<file path="config.mk">
export PLATFORM = sky130hd
export DESIGN_NAME = jlc_top
export DESIGN_NICKNAME = d
export VERILOG_FILES = /design/src/jlc_pkg.sv /design/src/jlc_buf.sv /design/src/jlc_top.sv
export SDC_FILE = /design/constraint.sdc
export NUM_CORES = 2
export LEC_CHECK = 0
export ABC_AREA = 1
export BUFFER_PORTS_ARGS = -buffer_cell sky130_fd_sc_hd__clkbuf_2
export CAP_MARGIN = 20
export CORE_UTILIZATION = 55
export CTS_CLUSTER_DIAMETER = 120
export DETAILED_ROUTE_END_ITERATION = 16
export GPL_TIMING_DRIVEN = 0
export PLACE_DENSITY_LB_ADDON = 0.08
export SKIP_LAST_GASP = 1
export SYNTH_ARGS = -nofsm -noshare
export SYNTH_HDL_FRONTEND = slang
export SYNTH_HIERARCHICAL = 1
export SYNTH_SLANG_ARGS = --single-unit
</file>
<file path="constraint.sdc">
create_clock -name clk -period 9.35 [get_ports clk]
set_input_delay 1.87 -clock clk [delete_from_list [all_inputs] [get_ports clk]]
set_output_delay 1.87 -clock clk [all_outputs]
set_load 0.005 [all_outputs]
</file>
<file path="src/jlc_pkg.sv">
// Constants, register map and lookup functions for the link configuration checker.
// Assumes 8-bit register data, 16-bit register addresses and one sample clock.
package jlc_pkg;

  // ------------------------------------------------------------
  // Register map
  // ------------------------------------------------------------
  localparam logic [15:0] JLC_ADDR_RANGE_SEL = 16'h056E;
  localparam logic [15:0] JLC_ADDR_CFG_BASE  = 16'h0600;
  localparam logic [15:0] JLC_ADDR_CFG_MASK  = 16'hFFF0;
  localparam int          JLC_NUM_CFG        = 16;

  // Index of each byte inside the configuration block
  localparam logic [3:0] JLC_IDX_LANES    = 4'h0;
  localparam logic [3:0] JLC_IDX_CONVS    = 4'h1;
  localparam logic [3:0] JLC_IDX_OCTETS   = 4'h2;
  localparam logic [3:0] JLC_IDX_SAMPLES  = 4'h3;
  localparam logic [3:0] JLC_IDX_FRAMES   = 4'h4;
  localparam logic [3:0] JLC_IDX_RES      = 4'h5;
  localparam logic [3:0] JLC_IDX_CTRL     = 4'h6;
  localparam logic [3:0] JLC_IDX_HD       = 4'h7;
  localparam logic [3:0] JLC_IDX_WORD     = 4'h8;
  localparam logic [3:0] JLC_IDX_DCM      = 4'h9;
  localparam logic [3:0] JLC_IDX_SLR_LO   = 4'hA;
  localparam logic [3:0] JLC_IDX_SLR_HI   = 4'hB;
  localparam logic [3:0] JLC_IDX_FS_LO    = 4'hC;
  localparam logic [3:0] JLC_IDX_FS_HI    = 4'hD;
  localparam logic [3:0] JLC_IDX_STATUS   = 4'hE;
  localparam logic [3:0] JLC_IDX_EXPECTED = 4'hF;

  // Reset image: one lane, one converter, 250 MHz, 2500 Mbps
  localparam logic [7:0] JLC_RST_RANGE_SEL = 8'h50;
  localparam logic [7:0] JLC_RST_LANES     = 8'h01;
  localparam logic [7:0] JLC_RST_CONVS     = 8'h01;
  localparam logic [7:0] JLC_RST_OCTETS    = 8'h01;
  localparam logic [7:0] JLC_RST_SAMPLES   = 8'h01;
  localparam logic [7:0] JLC_RST_FRAMES    = 8'h20;
  localparam logic [7:0] JLC_RST_RES       = 8'h08;
  localparam logic [7:0] JLC_RST_CTRL      = 8'h00;
  localparam logic [7:0] JLC_RST_HD        = 8'h00;
  localparam logic [7:0] JLC_RST_WORD      = 8'h08;
  localparam logic [7:0] JLC_RST_DCM       = 8'h01;
  localparam logic [7:0] JLC_RST_SLR_LO    = 8'h88;
  localparam logic [7:0] JLC_RST_SLR_HI    = 8'h13;
  localparam logic [7:0] JLC_RST_FS_LO     = 8'hFA;
  localparam logic [7:0] JLC_RST_FS_HI     = 8'h00;

  // Status bit positions
  localparam int JLC_ST_RATE  = 0;
  localparam int JLC_ST_CLKDV = 1;
  localparam int JLC_ST_LCM   = 2;
  localparam int JLC_ST_CODE  = 3;
  localparam int JLC_ST_MF    = 4;
  localparam int JLC_ST_WORD  = 5;
  localparam int JLC_ST_MAP   = 6;
  localparam int JLC_ST_DCM   = 7;

  // ------------------------------------------------------------
  // Lane rate limits, in half-Mbps units
  // ------------------------------------------------------------
  localparam logic [15:0] JLC_SLR_MIN  = 16'h0D2F;
  localparam logic [15:0] JLC_SLR_B1   = 16'h1A5E;
  localparam logic [15:0] JLC_SLR_B2   = 16'h34BC;
  localparam logic [15:0] JLC_SLR_B2HI = 16'h6978;
  localparam logic [15:0] JLC_SLR_MAX  = 16'h7918;

  localparam logic [7:0] JLC_CODE_B0 = 8'h50;
  localparam logic [7:0] JLC_CODE_B1 = 8'h10;
  localparam logic [7:0] JLC_CODE_B2 = 8'h00;
  localparam logic [7:0] JLC_CODE_B3 = 8'h30;

  localparam logic [31:0] JLC_HALF_UNITS  = 32'h0000_0002;
  localparam logic [31:0] JLC_LANE_DIV    = 32'h0000_0028;
  localparam logic [31:0] JLC_WORD_FACTOR = 32'h0000_000A;
  localparam logic [31:0] JLC_LCM_FACTOR  = 32'h0000_0014;
  localparam logic [31:0] JLC_LCM_MAX     = 32'h0000_0040;

  localparam logic [7:0] JLC_WORD_BITS = 8'h08;
  localparam logic [7:0] JLC_RES_MIN   = 8'h07;
  localparam logic [7:0] JLC_RES_MAX   = 8'h08;
  localparam logic [7:0] JLC_CTRL_MAX  = 8'h01;
  localparam logic [7:0] JLC_MF_ALIGN  = 8'h04;
  localparam logic [7:0] JLC_K_MAX     = 8'h20;

  localparam logic [3:0] JLC_POS_NONE = 4'hF;

  typedef enum logic [2:0] {
    JLC_GRP_10_M1, JLC_GRP_10_M2, JLC_GRP_5, JLC_GRP_2P5, JLC_GRP_20, JLC_GRP_NONE
  } jlc_grp_e;

  // ------------------------------------------------------------
  // Lookups
  // ------------------------------------------------------------
  // Position of a ratio in the ordered list of supported ratios
  function automatic logic [3:0] jlc_dcm_pos(input logic [7:0] d);
    case (d)
      8'h01:   jlc_dcm_pos = 4'h0;
      8'h02:   jlc_dcm_pos = 4'h1;
      8'h03:   jlc_dcm_pos = 4'h2;
      8'h04:   jlc_dcm_pos = 4'h3;
      8'h05:   jlc_dcm_pos = 4'h4;
      8'h06:   jlc_dcm_pos = 4'h5;
      8'h08:   jlc_dcm_pos = 4'h6;
      8'h0A:   jlc_dcm_pos = 4'h7;
      8'h0C:   jlc_dcm_pos = 4'h8;
      8'h0F:   jlc_dcm_pos = 4'h9;
      8'h10:   jlc_dcm_pos = 4'hA;
      8'h14:   jlc_dcm_pos = 4'hB;
      8'h18:   jlc_dcm_pos = 4'hC;
      8'h1E:   jlc_dcm_pos = 4'hD;
      default: jlc_dcm_pos = JLC_POS_NONE;
    endcase
  endfunction

  // Highest allowed ratio position per group and band; NONE means no ratio
  function automatic logic [3:0] jlc_band_max(input jlc_grp_e g, input logic [1:0] b);
    logic [15:0] row;
    case (g)
      JLC_GRP_10_M1: row = 16'h8631;
      JLC_GRP_10_M2: row = 16'hA631;
      JLC_GRP_5:     row = 16'h6310;
      JLC_GRP_2P5:   row = 16'h310F;
      JLC_GRP_20:    row = 16'hDA63;
      default:       row = 16'hFFFF;
    endcase
    jlc_band_max = row[4'hC - {b, 2'b00} +: 4];
  endfunction

  // Supported lane, converter, octet and sample combinations
  function automatic jlc_grp_e jlc_lmfs(input logic [7:0] l, input logic [7:0] m,
                                       input logic [7:0] f, input logic [7:0] s);
    case ({l[3:0], m[3:0], f[3:0], s[3:0]})
      16'h1111, 16'h1122:          jlc_lmfs = JLC_GRP_10_M1;
      16'h2211, 16'h2222:          jlc_lmfs = JLC_GRP_10_M2;
      16'h2112, 16'h2124, 16'h2148,
      16'h4212, 16'h4224, 16'h4248: jlc_lmfs = JLC_GRP_5;
      16'h4114, 16'h4128:          jlc_lmfs = JLC_GRP_2P5;
      16'h1221:                    jlc_lmfs = JLC_GRP_20;
      default:                     jlc_lmfs = JLC_GRP_NONE;
    endcase
    if ((l[7:4] != 4'h0) || (m[7:4] != 4'h0) || (f[7:4] != 4'h0) || (s[7:4] != 4'h0)) begin
      jlc_lmfs = JLC_GRP_NONE;
    end
  endfunction

  // Least frames per multiframe for a frame size; zero when the size is unsupported
  function automatic logic [7:0] jlc_k_min(input logic [7:0] f);
    case (f)
      8'h01:        jlc_k_min = 8'h14;
      8'h02:        jlc_k_min = 8'h0C;
      8'h04:        jlc_k_min = 8'h08;
      8'h08, 8'h10: jlc_k_min = 8'h04;
      default:      jlc_k_min = 8'h00;
    endcase
  endfunction

endpackage

</file>
<file path="src/jlc_buf.sv">
// Two-entry elastic buffer with valid/ready on both sides.
// Assumes one clock; all outputs come from flip-flops.
module jlc_buf
  import jlc_pkg::*;
#(
  parameter int W = 8,
  parameter int D = 2
) (
  input  wire logic         clk,
  input  wire logic         nrst,
  input  wire logic         in_valid,
  output wire logic         in_ready,
  input  wire logic [W-1:0] in_data,
  output wire logic         out_valid,
  input  wire logic         out_ready,
  output wire logic [W-1:0] out_data
);
  localparam int PW = (D > 1) ? $clog2(D) : 1;
  localparam int CW = $clog2(D + 1);
  localparam logic [CW-1:0] FULL  = CW'(D);
  localparam logic [CW-1:0] EMPTY = '0;
  localparam logic [PW-1:0] LAST  = PW'(D - 1);

  logic [W-1:0]  mem_ff [D];
  logic [W-1:0]  nxt_mem [D];
  logic [PW-1:0] wp_ff, nxt_wp, rp_ff, nxt_rp;
  logic [CW-1:0] cnt_ff, nxt_cnt;
  logic          in_ready_ff, nxt_in_ready;
  logic          out_valid_ff, nxt_out_valid;
  logic [W-1:0]  out_data_ff, nxt_out_data;
  logic          push, pop;

  always_comb begin
    push   = in_valid && in_ready_ff;
    pop    = out_valid_ff && out_ready;
    nxt_mem = mem_ff;
    nxt_wp = wp_ff;
    nxt_rp = rp_ff;
    nxt_cnt = cnt_ff;
    if (push) begin
      nxt_mem[wp_ff] = in_data;
      nxt_wp = (wp_ff == LAST) ? '0 : wp_ff + 1'b1;
    end
    if (pop) begin
      nxt_rp = (rp_ff == LAST) ? '0 : rp_ff + 1'b1;
    end
    if (push && !pop) begin
      nxt_cnt = cnt_ff + 1'b1;
    end else if (pop && !push) begin
      nxt_cnt = cnt_ff - 1'b1;
    end
    // Head word is registered so the reader sees a flop, not a mux
    nxt_out_data  = nxt_mem[nxt_rp];
    nxt_in_ready  = (nxt_cnt != FULL);
    nxt_out_valid = (nxt_cnt != EMPTY);
  end

  always_ff @(posedge clk or negedge nrst) begin
    if (!nrst) begin
      for (int i = 0; i < D; i++) begin
        mem_ff[i] <= '0;
      end
      wp_ff        <= '0;
      rp_ff        <= '0;
      cnt_ff       <= '0;
      in_ready_ff  <= 1'b1;
      out_valid_ff <= 1'b0;
      out_data_ff  <= '0;
    end else begin
      mem_ff       <= nxt_mem;
      wp_ff        <= nxt_wp;
      rp_ff        <= nxt_rp;
      cnt_ff       <= nxt_cnt;
      in_ready_ff  <= nxt_in_ready;
      out_valid_ff <= nxt_out_valid;
      out_data_ff  <= nxt_out_data;
    end
  end

  assign in_ready  = in_ready_ff;
  assign out_valid = out_valid_ff;
  assign out_data  = out_data_ff;
endmodule

</file>
<file path="src/jlc_top.sv">
// Link configuration checker for the 8-bit word-size transmit link: register
// file, supported-combination checks, sample decimator and frame position tags.
// Assumes register strobes and samples come from logic on the same clock.
module jlc_top
  import jlc_pkg::*;
(
  input  wire logic        clk,
  input  wire logic        nrst,
  input  wire logic        reg_wr,
  input  wire logic        reg_rd,
  input  wire logic [15:0] reg_addr,
  input  wire logic [7:0]  reg_wdata,
  output wire logic [7:0]  reg_rdata,
  output wire logic        reg_rvalid,
  input  wire logic [7:0]  adc_sample,
  input  wire logic        adc_valid,
  output wire logic        adc_ready,
  output wire logic [7:0]  out_sample,
  output wire logic        out_valid,
  input  wire logic        out_ready,
  output wire logic [7:0]  out_lane,
  output wire logic [7:0]  out_octet,
  output wire logic [7:0]  out_frame,
  output wire logic        out_mf_end,
  output wire logic        cfg_invalid,
  output wire logic [7:0]  cfg_status
);

  // ------------------------------------------------------------
  // Register file
  // ------------------------------------------------------------
  logic [7:0] cfg_ff [JLC_NUM_CFG];
  logic [7:0] nxt_cfg [JLC_NUM_CFG];
  logic [7:0] range_sel_ff, nxt_range_sel;
  logic [7:0] rdata_ff, nxt_rdata;
  logic       rvalid_ff, nxt_rvalid;
  logic [7:0] status_ff, nxt_status;
  logic [7:0] expected_ff, nxt_expected;
  logic       invalid_ff, nxt_invalid;
  logic       cfg_hit, cfg_write;

  always_comb begin
    cfg_hit       = ((reg_addr & JLC_ADDR_CFG_MASK) == JLC_ADDR_CFG_BASE);
    cfg_write     = 1'b0;
    nxt_cfg       = cfg_ff;
    nxt_range_sel = range_sel_ff;
    nxt_rvalid    = reg_rd;
    nxt_rdata     = rdata_ff;
    if (reg_wr && (reg_addr == JLC_ADDR_RANGE_SEL)) begin
      nxt_range_sel = reg_wdata;
      cfg_write     = 1'b1;
    end else if (reg_wr && cfg_hit && (reg_addr[3:0] < JLC_IDX_STATUS)) begin
      nxt_cfg[reg_addr[3:0]] = reg_wdata;
      cfg_write              = 1'b1;
    end
    if (reg_rd) begin
      // Unmapped addresses read as zero; status bytes are read-only
      if (reg_addr == JLC_ADDR_RANGE_SEL) begin
        nxt_rdata = range_sel_ff;
      end else if (cfg_hit && (reg_addr[3:0] == JLC_IDX_STATUS)) begin
        nxt_rdata = status_ff;
      end else if (cfg_hit && (reg_addr[3:0] == JLC_IDX_EXPECTED)) begin
        nxt_rdata = expected_ff;
      end else if (cfg_hit) begin
        nxt_rdata = cfg_ff[reg_addr[3:0]];
      end else begin
        nxt_rdata = 8'h00;
      end
    end
  end

  always_ff @(posedge clk or negedge nrst) begin
    if (!nrst) begin
      cfg_ff[JLC_IDX_LANES]    <= JLC_RST_LANES;
      cfg_ff[JLC_IDX_CONVS]    <= JLC_RST_CONVS;
      cfg_ff[JLC_IDX_OCTETS]   <= JLC_RST_OCTETS;
      cfg_ff[JLC_IDX_SAMPLES]  <= JLC_RST_SAMPLES;
      cfg_ff[JLC_IDX_FRAMES]   <= JLC_RST_FRAMES;
      cfg_ff[JLC_IDX_RES]      <= JLC_RST_RES;
      cfg_ff[JLC_IDX_CTRL]     <= JLC_RST_CTRL;
      cfg_ff[JLC_IDX_HD]       <= JLC_RST_HD;
      cfg_ff[JLC_IDX_WORD]     <= JLC_RST_WORD;
      cfg_ff[JLC_IDX_DCM]      <= JLC_RST_DCM;
      cfg_ff[JLC_IDX_SLR_LO]   <= JLC_RST_SLR_LO;
      cfg_ff[JLC_IDX_SLR_HI]   <= JLC_RST_SLR_HI;
      cfg_ff[JLC_IDX_FS_LO]    <= JLC_RST_FS_LO;
      cfg_ff[JLC_IDX_FS_HI]    <= JLC_RST_FS_HI;
      cfg_ff[JLC_IDX_STATUS]   <= 8'h00;
      cfg_ff[JLC_IDX_EXPECTED] <= 8'h00;
      range_sel_ff             <= JLC_RST_RANGE_SEL;
      rdata_ff                 <= 8'h00;
      rvalid_ff                <= 1'b0;
    end else begin
      cfg_ff       <= nxt_cfg;
      range_sel_ff <= nxt_range_sel;
      rdata_ff     <= nxt_rdata;
      rvalid_ff    <= nxt_rvalid;
    end
  end

  // ------------------------------------------------------------
  // Configuration checks
  // ------------------------------------------------------------
  logic [7:0]  l_v, m_v, f_v, s_v, k_v, dcm_v;
  logic [15:0] serial_lane_rate, fs;
  logic [31:0] lane_lhs, lane_rhs, lcm_lhs, lcm_rhs;
  logic [7:0]  kf;
  logic [1:0]  band;
  logic [3:0]  pos, pmax;
  jlc_grp_e    grp;

  always_comb begin
    l_v   = cfg_ff[JLC_IDX_LANES];
    m_v   = cfg_ff[JLC_IDX_CONVS];
    f_v   = cfg_ff[JLC_IDX_OCTETS];
    s_v   = cfg_ff[JLC_IDX_SAMPLES];
    k_v   = cfg_ff[JLC_IDX_FRAMES];
    dcm_v = cfg_ff[JLC_IDX_DCM];
    serial_lane_rate   = {cfg_ff[JLC_IDX_SLR_HI], cfg_ff[JLC_IDX_SLR_LO]};
    fs    = {cfg_ff[JLC_IDX_FS_HI], cfg_ff[JLC_IDX_FS_LO]};
    nxt_status = 8'h00;
    nxt_status[JLC_ST_RATE] = (serial_lane_rate < JLC_SLR_MIN) || (serial_lane_rate > JLC_SLR_MAX);
    nxt_status[JLC_ST_CLKDV] =
      32'(serial_lane_rate) > ((JLC_LANE_DIV * 32'(fs)) * JLC_HALF_UNITS) / JLC_HALF_UNITS * JLC_HALF_UNITS;
    // lane rate tied to out rate
    lane_lhs = 32'(serial_lane_rate) * 32'(l_v) * 32'(dcm_v);
    lane_rhs = JLC_HALF_UNITS * JLC_WORD_FACTOR * 32'(fs) * 32'(m_v);
    grp      = jlc_lmfs(l_v, m_v, f_v, s_v);
    nxt_status[JLC_ST_MAP] = (grp == JLC_GRP_NONE) || (lane_lhs != lane_rhs);
    // multiple is ratio x 2L/M once the lane rate matches
    lcm_lhs = JLC_HALF_UNITS * 32'(dcm_v) * 32'(l_v);
    lcm_rhs = JLC_LCM_MAX * 32'(m_v);
    nxt_status[JLC_ST_LCM] = (lcm_lhs > lcm_rhs) || (dcm_v == 8'h00);
    if (serial_lane_rate > JLC_SLR_B2HI) begin
      band         = 2'd3;
      nxt_expected = JLC_CODE_B3;
    end else if (serial_lane_rate >= JLC_SLR_B2) begin
      band         = 2'd2;
      nxt_expected = JLC_CODE_B2;
    end else if (serial_lane_rate >= JLC_SLR_B1) begin
      band         = 2'd1;
      nxt_expected = JLC_CODE_B1;
    end else begin
      band         = 2'd0;
      nxt_expected = JLC_CODE_B0;
    end
    nxt_status[JLC_ST_CODE] = (range_sel_ff != nxt_expected);
    kf = 8'(k_v * f_v);
    nxt_status[JLC_ST_MF] = (jlc_k_min(f_v) == 8'h00) || (k_v < jlc_k_min(f_v)) ||
                            (k_v > JLC_K_MAX) || ((k_v % JLC_MF_ALIGN) != 8'h00) ||
                            ((kf % JLC_MF_ALIGN) != 8'h00);
    nxt_status[JLC_ST_WORD] = (cfg_ff[JLC_IDX_WORD] != JLC_WORD_BITS) ||
                              (cfg_ff[JLC_IDX_RES] < JLC_RES_MIN) ||
                              (cfg_ff[JLC_IDX_RES] > JLC_RES_MAX) ||
                              (cfg_ff[JLC_IDX_CTRL] > JLC_CTRL_MAX) ||
                              (cfg_ff[JLC_IDX_HD] != 8'h00);
    // ratio table per group and band; 20x lowest band skips 1 and 3
    pos  = jlc_dcm_pos(dcm_v);
    pmax = jlc_band_max(grp, band);
    nxt_status[JLC_ST_DCM] = (pos == JLC_POS_NONE) || (pmax == JLC_POS_NONE) ||
                             (pos > pmax) ||
                             ((grp == JLC_GRP_20) && (band == 2'd0) &&
                              ((dcm_v == 8'h01) || (dcm_v == 8'h03)));
    nxt_invalid = |nxt_status;
  end

  always_ff @(posedge clk or negedge nrst) begin
    if (!nrst) begin
      status_ff   <= 8'h00;
      expected_ff <= JLC_CODE_B0;
      invalid_ff  <= 1'b0;
    end else begin
      status_ff   <= nxt_status;
      expected_ff <= nxt_expected;
      invalid_ff  <= nxt_invalid;
    end
  end

  // ------------------------------------------------------------
  // Decimator and buffer
  // ------------------------------------------------------------
  logic [7:0] dec_ff, nxt_dec;
  logic       buf_in_ready, accept, push, pop;

  always_comb begin
    accept  = adc_valid && buf_in_ready;
    nxt_dec = dec_ff;
    push    = 1'b0;
    // keep one sample in each ratio
    if (cfg_write) begin
      nxt_dec = 8'h00;
    end else if (accept) begin
      if ((dec_ff + 8'h01) >= dcm_v) begin
        nxt_dec = 8'h00;
        push    = !invalid_ff;
      end else begin
        nxt_dec = dec_ff + 8'h01;
      end
    end
  end

  always_ff @(posedge clk or negedge nrst) begin
    if (!nrst) begin
      dec_ff <= 8'h00;
    end else begin
      dec_ff <= nxt_dec;
    end
  end

  // Stalls from the receiver reach the sample source through adc_ready
  jlc_buf #(.W(8), .D(2)) u_buf (
    .clk       (clk),
    .nrst      (nrst),
    .in_valid  (push),
    .in_ready  (buf_in_ready),
    .in_data   (adc_sample),
    .out_valid (out_valid),
    .out_ready (out_ready),
    .out_data  (out_sample)
  );

  // ------------------------------------------------------------
  // Frame position of the head sample
  // ------------------------------------------------------------
  logic [7:0] oct_ff, nxt_oct, lane_ff, nxt_lane, frm_ff, nxt_frm;
  logic       mfe_ff, nxt_mfe;

  always_comb begin
    pop      = out_valid && out_ready;
    nxt_oct  = oct_ff;
    nxt_lane = lane_ff;
    nxt_frm  = frm_ff;
    if (cfg_write) begin
      nxt_oct  = 8'h00;
      nxt_lane = 8'h00;
      nxt_frm  = 8'h00;
    end else if (pop) begin
      if ((oct_ff + 8'h01) < f_v) begin
        nxt_oct = oct_ff + 8'h01;
      end else begin
        nxt_oct = 8'h00;
        if ((lane_ff + 8'h01) < l_v) begin
          nxt_lane = lane_ff + 8'h01;
        end else begin
          nxt_lane = 8'h00;
          nxt_frm  = ((frm_ff + 8'h01) < k_v) ? frm_ff + 8'h01 : 8'h00;
        end
      end
    end
    nxt_mfe = ((nxt_oct + 8'h01) >= f_v) && ((nxt_lane + 8'h01) >= l_v) &&
              ((nxt_frm + 8'h01) >= k_v);
  end

  always_ff @(posedge clk or negedge nrst) begin
    if (!nrst) begin
      oct_ff  <= 8'h00;
      lane_ff <= 8'h00;
      frm_ff  <= 8'h00;
      mfe_ff  <= 1'b0;
    end else begin
      oct_ff  <= nxt_oct;
      lane_ff <= nxt_lane;
      frm_ff  <= nxt_frm;
      mfe_ff  <= nxt_mfe;
    end
  end

  assign reg_rdata   = rdata_ff;
  assign reg_rvalid  = rvalid_ff;
  assign adc_ready   = buf_in_ready;
  assign out_lane    = lane_ff;
  assign out_octet   = oct_ff;
  assign out_frame   = frm_ff;
  assign out_mf_end  = mfe_ff;
  assign cfg_invalid = invalid_ff;
  assign cfg_status  = status_ff;
endmodule

</file>
Yosys cells after proc, flatten, opt, wreduce, memory -nomap -nowiden:

Memory sizes are Yosys's and may differ from the RTL's.
Cells that the tools add are included.

* logic and storage cells: 232
* memory bits (read-only): 128
* output and inout port bits: 53
* register bits after elaboration: 225
* memories: 1
* input port bits: 38

* $add $sub $neg: 12
* muxes and demuxes: 53
* multiply operators: 7
* shift operators: 1
* bitwise logic cells: 4
* order comparisons: 26
* equality and inequality tests: 35
* reduce and logical (&&, ||, !) cells: 58

Memories
* (no name shown): depth 32, width 4, read ports 1, clocked after memory_dff 0, wr ports 0, RTL line jlc_pkg.sv:96 `case (d)`

Operators by type and width (count)
* two-way mux 8 bit: 26
* bitwise mux 128 bit: 1
* equality test 16 x 14 -> 1 bit (second input constant): 5
* equality test 16 x 15 -> 1 bit (second input constant): 5
* one-hot mux 16 bit (5 select lines): 1
* adder 8 x 1 -> 8 bit (second input constant): 7
* equality test 16 x 13 -> 1 bit (second input constant): 3
* multiplier 3 x 16 -> 19 bit (first input constant): 2
* binary-select mux 8 bit (select 4 bit): 1
* demux 8 bit (select 4 bit): 1
* greater-or-equal comparator 8 bit: 4
* greater-than comparator 16 x 15 -> 1 bit (second input constant): 2
* less-than comparator 8 bit: 4
* multiplier 24 x 8 -> 32 bit: 1
* inequality test 32 x 29 -> 1 bit: 1
* multiplier 19 x 8 -> 27 bit: 1
* multiplier 16 x 8 -> 24 bit: 1
* nonzero test 8 bit: 3
* greater-than comparator 16 x 23 -> 1 bit: 1
* two-way mux 7 bit: 3
* one-hot mux 5 bit (4 select lines): 1
* logical OR 1 bit: 18
* greater-than comparator 17 x 14 -> 1 bit: 1
* bitwise mux 16 bit: 1
* other kinds (55): 102

Logic depth before layout (Yosys ltp):

* depth in word-level cells: 13
* gate-level depth with buffers: 46
* gate-level depth less buffers: 43

By module:

Netlist, hierarchy kept.

Modules (own cells, without submodules)
* jlc_top: area each 31033.5 µm², seq. area each 4783.3 µm², cells an instance 4236, instances 1
* jlc_buf: area each 1398.8 µm², seq. area each 752.0 µm², cells an instance 159, instances 1

Worst setup path before layout:

OpenSTA, ideal clock, no wires.

* path kind: register -> register
* from: reg cfg_ff (netlist bit l_v[7])
* to: reg invalid_ff (netlist: cfg_invalid)
* stages on the path, launching flop included: 39
* period minus slack after synthesis: 8.568 ns
* setup slack: 0.782 ns
* buffers on the path: 3
* arrival: 8.448 ns
* library setup time: 0.120 ns
* cell sequence: dfrtp_1 clkbuf_1 clkbuf_1 nand2_1 fa_1 fa_1 fa_1 fa_1 inv_1 ha_1 a21o_1 o21ai_0 o211ai_1 a21oi_1 o21ai_2 a21boi_2 o21ai_2 xor2_2 [... 3 more ...] fa_1 fa_1 inv_1 ha_1 clkbuf_2 a21oi_1 o21ai_0 a21oi_1 nand3_1 nand2_1 nand2_1 or2_1 nand2_1 nand2_1 nand2_1 nand4_1 nor2_1 nand2_1

* word-level cells in the longest chain between the ends: 13
* elaborated cells between the ends (all ways): 28

Ends and longest elaborated chain
* from (decl): RTL line jlc_top.sv:32 `logic [7:0] cfg_ff [JLC_NUM_CFG];`
* from (signal assigned): RTL line jlc_top.sv:94 `cfg_ff <= nxt_cfg;`
* branches (longest 12 deep; another with multiplier 24 x 8 -> 32 bit)
* OR reduction 8 bit *: RTL line jlc_top.sv:164 `nxt_invalid = |nxt_status;`
* via nxt_invalid: RTL line jlc_top.sv:39 `logic invalid_ff, nxt_invalid;`
* to (signal assigned): RTL line jlc_top.sv:175 `invalid_ff <= nxt_invalid;`
* to (decl): RTL line jlc_top.sv:39

Mark *: on every way through the listed nets, which the timed path passes.
A chain may end at the register's enable or synchronous reset.

Final worst setup path:

* from: reg cfg_ff[43] in the netlist's numbering
* to: reg invalid_ff (netlist: cfg_invalid)

* word-level cells in the longest chain between the ends: 11
* elaborated cells between the ends (all ways): 29

Ends and longest elaborated chain (RTL line)
* branches (longest 10 deep; another with multiplier 24 x 8 -> 32 bit)
* OR reduction 8 bit *: jlc_top.sv:164
* via nxt_invalid: jlc_top.sv:39

Marks and branches as above.

==> flow_metrics.tcl <==
set metrics [dict create \
    die_h_um 245 \
    htree_levels 1 \
    num_vias 29200 \
    antenna_cells 0 \
    cp_data_required_time_ps 9730 \
    startpoint "cfg_ff[43]" \
    endpoint "cfg_invalid" \
    placed_area_um2 33900 \
    timing.final.crit_share_pct 97.6 \
    cp_max_fo 7 \
    synth_cell_types 75 \
    switching_power_mw 1.05 \
    combPwrFrac_pct 30.6 \
    hpwl_um 78600 \
    power.density_nw_per_um2 82.9 \
    num_rows 88 \
    nNetsFinal 5229 \
    synthArstFlopShare_pct 100 \
    initial_utilization_pct 55.9 \
    yosysWarnings 6 \
    netlist_area_um2 32400 \
    synth_top_family_by_area "adder cells" \
    worst_pin_slew_ps 970 \
    synth-seq-area-share_pct 17.1 \
    r2r_end "cfg_invalid" \
    grt_pass1_vias 28700 \
    final_antenna_net_count 0 \
    clkPwrFrac_pct 32.8 \
    ff2ff_path_depth 35 \
    crit_top_cell "fa_1" \
    reg_top3 "cfg_ff (80), u_buf/mem_ff (16)" \
    total_power_mw 2.97 \
    grt_start_max_net_pins 110 \
    fin_area_um2 35800 \
    die_x_um 245 \
    wl_per_cell_um 18.4 \
    cts_tree "built" \
    synth_edf_count 0 \
    wl_um 98100 \
    synthSimpleGateAreaFrac_pct 23.6 \
    cts_buffers 23 \
    preCtsSetupSlack_ps -1590 \
    use_met1_pct 43.1 \
    critPathLaunchType "flip-flop" \
    largest_register_ffs 80 \
    drive_gt1_share_pct 10.0 \
    clk_path_buf_depth 3 \
    final_cells 5320 \
    vdd_drop_max_uv 151 \
    cts.sinks 220 \
    timing.final.crit_period_ps 9120 \
    holdWs_ps 466 \
    synth-main-ff-cell "dfrtp_1" \
    slew_headroom_pct 34.7 \
    hold_path.class "reg2reg" \
    end_kind "flip-flop" \
    cts.clk_slew.worst_paths_ps 70 \
    grt-ovfl-total 0 \
    met3_usage_pct 4.94 \
    synth_xor_area_share_pct 3.15 \
    synth.avg_cell_area_um2 7.38 \
    place.gp.congestion 0.980 \
    syn_nets 5086 \
    max_cap_viol_count 0 \
    area.growth.synth_to_final_pct 10.3 \
    r2r_slack_ps 230 \
    grt_pass1_wl_um 155000 \
    remaining_drc_errors 0 \
    placedCellCount 5252 \
    dr.pass1.iters 6 \
    cp.arrival_ps 9500 \
    p_leak_nw 18.3 \
    grt.busiest_layer "met2" \
    crit_slowest_cell "dfstp_4" \
    fmax_ghz 0.110 \
    swShare_pct 35.4 \
    coreArea_um2 58000 \
    final_cell_mix "nand2_1, inv_1, fa_1, nor2_1, ha_1" \
    grt_usage_pct 33.0 \
    seqPwrFrac_pct 36.5 \
    final.setup.worst_slack_ps 229 \
    postCtsHoldBufs 0 \
    status "finished, final reports clean" \
    finClkSkew_ps 10.5 \
    hold_viol_final 0 \
    fin_setup_tns_ps 0 \
    final_common_cell "nand2_1" \
    fillers 5346 \
    slowest_delay_ps 730 \
    synthAdderAreaFrac_pct 33.4 \
    r2r-start "cfg_ff[43]" \
    drv_slew 0 \
    insertion_delay_ps 530 \
    intPower_mw 1.92 \
    fp.dieArea_um2 59900 \
    muxShareOfSynthArea_pct 0 \
    drt-initial-drc-count 2139 \
    synthCells 4395 \
    met2_usage_pct 54.8 \
    synth-compound-area-share_pct 9.55 \
    io_pins 91 \
    setup_viol 0 \
    vias_per_cell 5.49 \
    io_buffers 90 \
    antenna_found_initial 1 \
    post-route-util_pct 61.7 \
    root_buffer "clkbuf_16" \
    path_class "reg2reg" \
    ys_ff_latch 220 \
    top_register "cfg_ff" \
]
==> per-layer routing <==
metal / share of wire [%] / wire length, µm / vias up
met3: 7.0 / 6840 / 202
met1: 42 / 40900 / 14100
met5: 0 / 0 / -
met4: 4.1 / 3990 / 0
met2: 47 / 46300 / 1058
li1: - / - / 13900
==> worst max-delay path: cells and delay by family, from the launching register on <==
kind            cells  cell delay [ps]
buf+inv             3              300
fa+ha+maj          10             4720
xor+xnor            1              200
simple gates       11             1470
compound gates     10             1500
flops               1              730
==> worst min-delay path by stage <==
stage	to	slack, ps	depth (start not counted)	startpoint
3_5_place_dp	cfg_ff[12]	450	1	cfg_ff[12]
3_3_place_gp	cfg_ff[7]	440	1	cfg_ff[7]
4_1_cts	cfg_ff[12]	470	1	cfg_ff[12]
6_report	cfg_ff[12]	470	1	cfg_ff[12]
5_1_grt	cfg_ff[4]	490	1	cfg_ff[4]
2_1_floorplan	cfg_ff[10]	430	1	cfg_ff[10]
==> Yosys cell counts (6+ instances only) <==
cell | number | area, µm²
nor2_2 | 10 | 62.6
nand3_1 | 187 | 936
a211oi_1 | 8 | 60.1
o21bai_1 | 15 | 113
nand3_2 | 6 | 60.1
xnor2_1 | 28 | 245
inv_2 | 14 | 52.6
xor2_1 | 80 | 701
clkbuf_1 | 93 | 349
o211ai_1 | 24 | 180
nand2_1 | 1071 | 4020
nand2_2 | 15 | 93.8
o221ai_1 | 10 | 87.6
nand3b_1 | 19 | 143
a31oi_1 | 8 | 50.1
buf_1 | 25 | 93.8
buf_6 | 10 | 113
or2_2 | 10 | 62.6
o21a_1 | 26 | 195
nand3_4 | 6 | 105
or2_1 | 7 | 43.8
buf_2 | 26 | 130
nor3_1 | 23 | 115
a21oi_1 | 136 | 681
o21ai_0 | 212 | 1060
inv_1 | 921 | 3460
nand2_4 | 7 | 78.8
o22ai_1 | 18 | 113
nor2_1 | 315 | 1180
nand4_1 | 59 | 369
fa_1 | 355 | 7110
ha_1 | 298 | 3730
dfrtp_1 | 196 | 4900
nor4_1 | 17 | 106
o31ai_1 | 6 | 45.0
o21ai_1 | 13 | 65.1
a21o_1 | 9 | 67.6
dfstp_2 | 24 | 631
a22oi_1 | 21 | 158
==> power groups by stage <==
| stage | logic, mW | clock network [mW] | registers (mW) |
|---|---|---|---|
| final | 0.909 | 0.975 | 1.08 |
| after global routing | 1.05 | 1.02 | 1.09 |
| after CTS | 0.913 | 0.985 | 1.08 |
| after detailed placement | 0.905 | 0 | 1.10 |
| after global placement | 0.888 | 0 | 1.10 |
| after floorplan | 0.619 | 0 | 1.09 |
==> what timing repair did <==
| action | in CTS | in global routing |
|---|---|---|
| setup buffers | 23 | 17 |
| setup endpoints to repair | 2 | 2 |
| pin swaps | 9 | 43 |
| resized for setup | 98 | 124 |
==> logic make-up (layout without fill, tap and decap cells) <==
family                     count (synthesis)  count (layout)
and+or+nand+nor                         1777            1777
adders and majority gates                653             653
xor gates and xnor gates                 112             112
buffers and inverters                   1102            1262
DFF                                      220             220
AOI/OAI and AO/OA                        531             531
==> final cells by class <==
type	instances	area [µm²]	area share, %
Timing Repair Buffer	132	818	2.29
Tap cell	765	957	2.68
Clock buffer	27	621	1.73
Multi-Input combinational cell	3073	23300	65.1
Inverter	943	3550	9.92
Sequential cell	220	5560	15.5
Buffer	145	795	2.22
Clock inverter	15	175	0.490
(Power assumes the default switching activity.)
